$ cat src/fcc_params.svh
// Constants for the fast-charge current control register and its serial port.
// Assumes inclusion by the package and the top module only.
`ifndef FCC_PARAMS_SVH
`define FCC_PARAMS_SVH

// ---------------------------------------------------------------
// Register map
// ---------------------------------------------------------------
`define FCC_REG_OFFSET 8'h03
`define FCC_REG_RESET 8'h80
`define FCC_UNMAPPED_READ 8'h00

// ---------------------------------------------------------------
// Current decode, values in mA
// ---------------------------------------------------------------
`define FCC_LOW_BASE 9'h005
`define FCC_LOW_STEP 9'h001
`define FCC_LOW_MAX 9'h023
`define FCC_HIGH_BASE 9'h028
`define FCC_HIGH_STEP 9'h00a
`define FCC_HIGH_MAX 9'h12c
`define FCC_HIGH_CLAMP 9'h0c8
`define FCC_CODE_EXTERNAL 5'h1f

// ---------------------------------------------------------------
// Serial port
// ---------------------------------------------------------------
// Arbitrary value, not tied to any part
`define FCC_DEV_ADDR 7'h2a
`define FCC_LAST_BIT 3'h7

`endif

$ cat src/fcc_pkg.sv
// Types shared by the fast-charge current control block.
// Assumes fcc_params.svh is on the include path.
`default_nettype none
package fcc_pkg;
   `include "fcc_params.svh"

   // Layout of the control byte, bit 7 first
   typedef struct packed {
      logic charge_range_select;
      logic [4:0] charge_current_code;
      logic charger_disable;
      logic high_impedance;
   } fast_charge_control_t;

   // Effective charge setting handed to the analog loop
   typedef struct packed {
      logic [8:0] current_ma;
      logic use_external;
      logic charger_disable;
      logic high_impedance;
   } charge_setting_t;

   typedef enum logic [3:0] {
      SER_IDLE,
      SER_ADDR,
      SER_ADDR_ACK,
      SER_PTR,
      SER_PTR_ACK,
      SER_WDATA,
      SER_WDATA_ACK,
      SER_RDATA,
      SER_RACK
   } serial_state_t;
endpackage : fcc_pkg
`default_nettype wire

$ cat src/fast_charge_current_control.sv
// Fast-charge current control register behind a two-wire serial slave.
// Assumes scl and sda arrive asynchronously and sda is open drain.
`timescale 1ns/10ps
`default_nettype none
`include "fcc_params.svh"
module fast_charge_current_control
   import fcc_pkg::*;
#(
   parameter logic [6:0] DEV_ADDR = `FCC_DEV_ADDR
)
(
   input wire logic clk_in,
   input wire logic reset_n_in,
   input wire logic scl_in,
   input wire logic sda_in,
   output logic sda_out,
   output logic sda_oe_out,
   output logic [8:0] charge_current_ma_out,
   output logic external_current_select_out,
   output logic charger_disable_out,
   output logic high_impedance_out
);

   // ---------------------------------------------------------------
   // Declarations
   // ---------------------------------------------------------------
   logic [1:0] scl_sync_reg;
   logic [1:0] sda_sync_reg;
   logic scl_prev_reg;
   logic sda_prev_reg;
   logic scl_rise;
   logic scl_fall;
   logic start_seen;
   logic stop_seen;
   serial_state_t state_reg;
   logic [7:0] shift_reg;
   logic [7:0] tx_reg;
   logic [7:0] pointer_reg;
   logic [2:0] bit_cnt_reg;
   logic byte_done_reg;
   logic rw_reg;
   logic nack_reg;
   logic wr_strobe;
   fast_charge_control_t control_reg;
   charge_setting_t setting_next;
   logic [7:0] read_data;

   // ---------------------------------------------------------------
   // Decode of the control byte
   // ---------------------------------------------------------------
   // Range and code to effective setting; the read path never sees this
   function automatic charge_setting_t decode_setting(
      input fast_charge_control_t ctl
   );
      charge_setting_t s;
      logic [8:0] raw;
      s.charger_disable = ctl.charger_disable;
      s.high_impedance = ctl.high_impedance;
      s.use_external = ctl.charge_current_code == `FCC_CODE_EXTERNAL;
      if (!ctl.charge_range_select)
      begin
         // Code bits weigh 16/8/4/2/1 mA
         raw = `FCC_LOW_BASE
             + 9'(ctl.charge_current_code) * `FCC_LOW_STEP;
         s.current_ma = (raw > `FCC_LOW_MAX) ? `FCC_LOW_MAX : raw;
      end
      else
      begin
         // Code bits weigh 160/80/40/20/10 mA
         raw = `FCC_HIGH_BASE
             + 9'(ctl.charge_current_code) * `FCC_HIGH_STEP;
         s.current_ma = (raw > `FCC_HIGH_MAX) ? `FCC_HIGH_CLAMP : raw;
      end
      // External path bypasses the clamp entirely
      if (s.use_external)
         s.current_ma = 9'h000;
      return s;
   endfunction : decode_setting

   // ---------------------------------------------------------------
   // Pin synchronisers and bus condition detect
   // ---------------------------------------------------------------
   // Two stages before use; edges are taken from the second stage only
   always_ff @(posedge clk_in or negedge reset_n_in)
   begin
      if (!reset_n_in)
      begin
         scl_sync_reg <= 2'h3;
         sda_sync_reg <= 2'h3;
         scl_prev_reg <= 1'b1;
         sda_prev_reg <= 1'b1;
      end
      else
      begin
         scl_sync_reg <= {scl_sync_reg[0], scl_in};
         sda_sync_reg <= {sda_sync_reg[0], sda_in};
         scl_prev_reg <= scl_sync_reg[1];
         sda_prev_reg <= sda_sync_reg[1];
      end
   end

   // Start and stop are sda edges while scl stays high
   assign scl_rise = scl_sync_reg[1] & ~scl_prev_reg;
   assign scl_fall = ~scl_sync_reg[1] & scl_prev_reg;
   assign start_seen = scl_sync_reg[1] & scl_prev_reg
                     & ~sda_sync_reg[1] & sda_prev_reg;
   assign stop_seen = scl_sync_reg[1] & scl_prev_reg
                    & sda_sync_reg[1] & ~sda_prev_reg;

   // Stored byte, not the clamped setting, is what a read returns
   assign read_data = (pointer_reg == `FCC_REG_OFFSET)
                    ? control_reg : `FCC_UNMAPPED_READ;

   // Write lands on the falling edge that follows the eighth data bit
   assign wr_strobe = scl_fall && (state_reg == SER_WDATA) && byte_done_reg
                    && (pointer_reg == `FCC_REG_OFFSET);

   // ---------------------------------------------------------------
   // Serial slave engine
   // ---------------------------------------------------------------
   // Sda changes only on scl falls, so data stays still while scl is high
   always_ff @(posedge clk_in or negedge reset_n_in)
   begin
      if (!reset_n_in)
      begin
         state_reg <= SER_IDLE;
         shift_reg <= 8'h00;
         tx_reg <= 8'h00;
         pointer_reg <= 8'h00;
         bit_cnt_reg <= 3'h0;
         byte_done_reg <= 1'b0;
         rw_reg <= 1'b0;
         nack_reg <= 1'b0;
         sda_oe_out <= 1'b0;
      end
      else if (start_seen)
      begin
         // Repeated start also lands here and keeps the pointer
         state_reg <= SER_ADDR;
         bit_cnt_reg <= 3'h0;
         byte_done_reg <= 1'b0;
         sda_oe_out <= 1'b0;
      end
      else if (stop_seen)
      begin
         state_reg <= SER_IDLE;
         sda_oe_out <= 1'b0;
      end
      else if (scl_rise)
      begin
         case (state_reg)
            SER_ADDR, SER_PTR, SER_WDATA, SER_RDATA:
            begin
               shift_reg <= {shift_reg[6:0], sda_sync_reg[1]};
               byte_done_reg <= (bit_cnt_reg == `FCC_LAST_BIT);
               bit_cnt_reg <= bit_cnt_reg + 3'h1;
            end
            SER_RACK: nack_reg <= sda_sync_reg[1];
            default: nack_reg <= nack_reg;
         endcase
      end
      else if (scl_fall)
      begin
         case (state_reg)
            SER_ADDR:
            begin
               if (byte_done_reg)
               begin
                  byte_done_reg <= 1'b0;
                  if (shift_reg[7:1] == DEV_ADDR)
                  begin
                     rw_reg <= shift_reg[0];
                     sda_oe_out <= 1'b1;
                     state_reg <= SER_ADDR_ACK;
                  end
                  else
                     state_reg <= SER_IDLE;
               end
            end
            SER_ADDR_ACK:
            begin
               if (rw_reg)
               begin
                  // First read bit goes out right after the ack
                  sda_oe_out <= ~read_data[7];
                  tx_reg <= {read_data[6:0], 1'b0};
                  state_reg <= SER_RDATA;
               end
               else
               begin
                  sda_oe_out <= 1'b0;
                  state_reg <= SER_PTR;
               end
            end
            SER_PTR:
            begin
               if (byte_done_reg)
               begin
                  byte_done_reg <= 1'b0;
                  pointer_reg <= shift_reg;
                  sda_oe_out <= 1'b1;
                  state_reg <= SER_PTR_ACK;
               end
            end
            SER_WDATA:
            begin
               if (byte_done_reg)
               begin
                  // Unmapped bytes are acked and dropped
                  byte_done_reg <= 1'b0;
                  sda_oe_out <= 1'b1;
                  state_reg <= SER_WDATA_ACK;
               end
            end
            SER_PTR_ACK, SER_WDATA_ACK:
            begin
               if (state_reg == SER_WDATA_ACK)
                  pointer_reg <= pointer_reg + 8'h01;
               sda_oe_out <= 1'b0;
               state_reg <= SER_WDATA;
            end
            SER_RDATA:
            begin
               if (byte_done_reg)
               begin
                  byte_done_reg <= 1'b0;
                  pointer_reg <= pointer_reg + 8'h01; // Ready for an ack
                  sda_oe_out <= 1'b0;
                  state_reg <= SER_RACK;
               end
               else
               begin
                  sda_oe_out <= ~tx_reg[7];
                  tx_reg <= {tx_reg[6:0], 1'b0};
               end
            end
            SER_RACK:
            begin
               // Pointer already moved, so an ack fetches the next byte
               if (nack_reg)
               begin
                  sda_oe_out <= 1'b0;
                  state_reg <= SER_IDLE;
               end
               else
               begin
                  sda_oe_out <= ~read_data[7];
                  tx_reg <= {read_data[6:0], 1'b0};
                  state_reg <= SER_RDATA;
               end
            end
            default: sda_oe_out <= 1'b0;
         endcase
      end
   end

   // ---------------------------------------------------------------
   // Control register
   // ---------------------------------------------------------------
   // All eight bits are plain read/write storage
   always_ff @(posedge clk_in or negedge reset_n_in)
   begin
      if (!reset_n_in)
         control_reg <= `FCC_REG_RESET;
      else if (wr_strobe)
         control_reg <= shift_reg;
   end

   // ---------------------------------------------------------------
   // Effective setting outputs
   // ---------------------------------------------------------------
   // Registered so the analog side never sees decode glitches
   assign setting_next = decode_setting(control_reg);

   always_ff @(posedge clk_in or negedge reset_n_in)
   begin
      if (!reset_n_in)
      begin
         // Matches decode of the reset byte: high range, code zero
         charge_current_ma_out <= `FCC_HIGH_BASE;
         external_current_select_out <= 1'b0;
         charger_disable_out <= 1'b0;
         high_impedance_out <= 1'b0;
         sda_out <= 1'b0;
      end
      else
      begin
         charge_current_ma_out <= setting_next.current_ma;
         external_current_select_out <= setting_next.use_external;
         charger_disable_out <= setting_next.charger_disable;
         high_impedance_out <= setting_next.high_impedance;
         sda_out <= 1'b0;
      end
   end

endmodule : fast_charge_current_control
`default_nettype wire

$ cat config.mk
export PLATFORM = sky130hd
export DESIGN_NAME = fast_charge_current_control
export DESIGN_NICKNAME = d
export VERILOG_FILES = /design/src/fcc_pkg.sv /design/src/fast_charge_current_control.sv
export VERILOG_INCLUDE_DIRS = /design/src
export SDC_FILE = /design/constraint.sdc
export NUM_CORES = 1
export LEC_CHECK = 0
export BUFFER_PORTS_ARGS = -buffer_cell sky130_fd_sc_hd__clkbuf_2
export CORE_AREA = 5 5 93 95
export DETAILED_ROUTE_END_ITERATION = 10
export DIE_AREA = 0 0 98 100
export SYNTH_ARGS = -nofsm -noshare
export SYNTH_HDL_FRONTEND = slang
export SYNTH_SLANG_ARGS = --single-unit
$ cat constraint.sdc
create_clock -name clk_in -period 5.3 [get_ports clk_in]
set_input_delay 0.53 -clock clk_in [delete_from_list [all_inputs] [get_ports clk_in]]
set_output_delay 0.53 -clock clk_in [all_outputs]
set_load 0.05 [all_outputs]
==> impl_summary.log <==
INFO  metric finalSetupViolCount = 0
INFO  metric die-width = 98 um
INFO  metric cts_resized = 0
INFO  metric clockRootBuffer = clkbuf_8
INFO  metric syn_inst = 347
INFO  metric clock_tree.buffer_depth = 2
INFO  metric ys_seq_elements = 60
INFO  metric syn-cell-area = 3350 sq um
INFO  metric count_of_nets_after_finishing = 383
INFO  metric finalCritPeriodShare = 55.7%
INFO  metric worst_ep_arrival_time = 3180 ps
INFO  metric ioPinCount = 18
INFO  metric grt_pass1_vias = 2408
INFO  metric chipHeight = 100 um
INFO  metric multi_input_comb_area = 1750 sq um
INFO  metric holdBufCountCts = 0
INFO  metric detail_route.first_pass.iterations = 5
INFO  metric portBuffers = 16
INFO  metric areaGrowthSynthToFinish = 12.0%
INFO  metric largest_register_ffs = 9
INFO  metric synthTopCellsByCount = dfrtp_1 (51), nand2_1 (41), a21oi_1 (27), o21ai_0 (27), nor2_1 (21)
INFO  metric grt_first_pass_wirelength = 11.8 mm
INFO  metric synth.avg_cell_area = 9.67 sq um
INFO  metric rsz0062_at_grt = false
INFO  metric cts.sinks = 60
INFO  metric slowest_stage = fa_1
INFO  metric placed_cells_incl_taps = 453
INFO  metric worst_skew_pair.late_latency = 340 ps
INFO  metric clkTransAtPathRegs = 70 ps
INFO  metric num_vias = 2643
INFO  metric classification_of_the_worst_setup_path = flop to flop
INFO  metric holdCritPathClass = primary input to flop
INFO  metric max_cap_violations = 0
INFO  metric rows = 32
INFO  metric number_of_max_slew_violations_in_the_final_report = 0
INFO  metric timing.critical_path.cells = ha_1, ha_1, fa_1, a21o_1, nand2_1, nor4b_1, nor3_1, o21a_1
INFO  metric asyncSetResetFlopFracSynth = 100%
INFO  metric final.min_clock_period = 2950 ps
INFO  metric cp_max_fo = 9
INFO  metric max_freq = 339 MHz
INFO  metric viasPerCell = 5.64
INFO  metric finalPower = 0.00102 W
INFO  metric crit_top_cell = ha_1
INFO  metric top_register = charge_current_ma_out
INFO  metric largest_net_degree_at_the_start_of_global_routing = 61
INFO  metric netlist-cell-type-count = 51
INFO  metric slew_headroom = 33.6%
INFO  metric layout.area.seq = 1510 sq um
INFO  metric crit_path_start_kind = flop
INFO  metric ant_nets = 0
INFO  metric avgRoutedWirePerCell = 14.8 um
INFO  metric global_route.overflow_total = 0
INFO  metric grt_util_met1 = 22.4%
INFO  metric vdd_ir_drop_max = 146 uV
INFO  metric final_util = 49.1%
INFO  metric h-tree-depth = 3
INFO  metric antenna-diode-count = 0
INFO  metric clock-skew-final = 6.69 ps
INFO  metric wl = 6.95 mm
INFO  metric grtUsageMet3 = 2.78%
INFO  metric die_outline_area = 9800 sq um
INFO  metric mappedNetlistNets = 368
INFO  metric tritoncts_clock_tree = yes
INFO  metric route.detailed.drc = 0
INFO  metric cts_post_setup_buffers_inserted = 0
INFO  metric critical_path_required = 5520 ps
INFO  metric critPathMaxStageDelay = 590 ps
INFO  metric detailedPlacementHpwl = 4.92 mm
INFO  metric layout.cells.non_filler = 469
INFO  metric cell_accounting_for_the_most_synthesized_area = dfrtp_1
INFO  metric hold_violations = 0
INFO  metric antenna_found_initial = 0
INFO  metric core_region_area = 7650 sq um
INFO  metric power_leakage = 1.72 nW
INFO  metric drtIter0Drc = 112
INFO  metric initial_core_util = 43.9%
INFO  metric worst_slew_pin_slew = 993 ps
INFO  metric gp_congestion = 0.840
INFO  metric dominantRegCellSynth = dfrtp_1
INFO  metric synth_sequential_area_ratio = 45.1%
INFO  metric fin_tns_setup = 0 ps
INFO  metric post_route_cells_drive_above_1_share = 18.0%
INFO  metric pwr_density_cell = 272 nW/um^2
INFO  metric outcome = completed
INFO  metric synthMostInstantiatedCell = dfrtp_1
INFO  metric critPathCaptureType = flop
INFO  metric yosys.area.top_type_share = 38.0%
INFO  metric grt-busiest-layer = met1
INFO  metric track_usage = 14.8%
INFO  metric edff_count_synth = 0
INFO  metric count_of_warnings_emitted_by_yosys = 0
INFO  metric cts_inserted_buffers = 9
INFO  metric globalRouteMet2Util = 20.5%
INFO  metric fillCellCount = 723
INFO  metric synthTopCellsByArea = dfrtp_1 (38%), dfstp_2 (7.0%), mux2_2 (6.4%)
==> stage by stage <==
stage | area, sq um | hold WS (ps) | worst slack [ps]
finish | 3760 | 269 | 2350
floorplan | 3350 | 234 | 2660
global placement | 3520 | 346 | 2490
CTS | 3760 | 258 | 2360
detailed placement | 3520 | 347 | 2380
global route | 3760 | 256 | 2060
==> final timing paths <==
| path | startpoint | endpoint | slack (ps) | cells past startpoint |
|---|---|---|---|---|
| max in group asynchronous | reset_n_in | pointer_reg[2] | 4480 | 2 |
| worst max register to register | control_reg[3] | charge_current_ma_out[7] | 2350 | 8 |
| worst min-delay path | scl_in | scl_sync_reg[0] | 270 | 1 |
| worst max-delay path | control_reg[3] | charge_current_ma_out[7] | 2350 | 8 |
| worst min register to register | sda_sync_reg[0] | sda_sync_reg[1] | 360 | 0 |
| min in group asynchronous | reset_n_in | state_reg[1] | 330 | 2 |
==> cells by family after synthesis <==
group	count (synthesis)	synth area share (%)
other cells	1	0.112
compound gates	101	18.9
simple gates	115	17.5
buf+inv	24	2.80
fa+ha+maj	17	6.56
flops	60	45.1
mux	22	7.27
xor+xnor	7	1.83
==> cell usage in the layout (no fill, tap or decap), drive strengths merged, types with 3 or more instances in the layout <==
master  count
dfstp       9
nor2b       7
nand2b      5
o21ai      27
a21o        6
xor2        4
o21a        5
bufinv      3
o31ai       3
and2        4
ha         16
nand3       8
inv        11
clkbuf     25
xnor2       3
nor3b       3
o22ai       5
mux2       19
a31oi       4
dfrtp      51
nor2       21
nand2      41
a22o        3
a22oi       7
and3        7
a21oi      27
nor3        5
mux2i       3
or3         6
==> final cells by class <==
class | count | share of cell area (%)
clock inverter | 7 | 3.06
tap | 102 | 3.40
timing repair buffer | 17 | 2.33
sequential | 60 | 40.3
clock buffer | 9 | 3.30
multi-input combinational | 263 | 46.5
inverter | 11 | 1.10
==> critical path, delay by kind of cell, from the launching register on <==
kind / cells / cell delay [ps]
simple gates: 3 / 780
fa+ha+maj: 3 / 1160
flops: 1 / 490
compound gates: 2 / 420
==> layer usage <==
metal | wire [um] | share of wire, %
met1 | 3570 | 51
met4 | 110 | 1.6
met3 | 336 | 4.8
met5 | 0 | 0
met2 | 2940 | 42
==> report_power, final <==
group / switching, W / internal (W)
logic: 0.0000270 / 0.0000162
clock network: 0.000186 / 0.000310
registers: 0.0000116 / 0.000469
(Power assumes the default switching activity.)
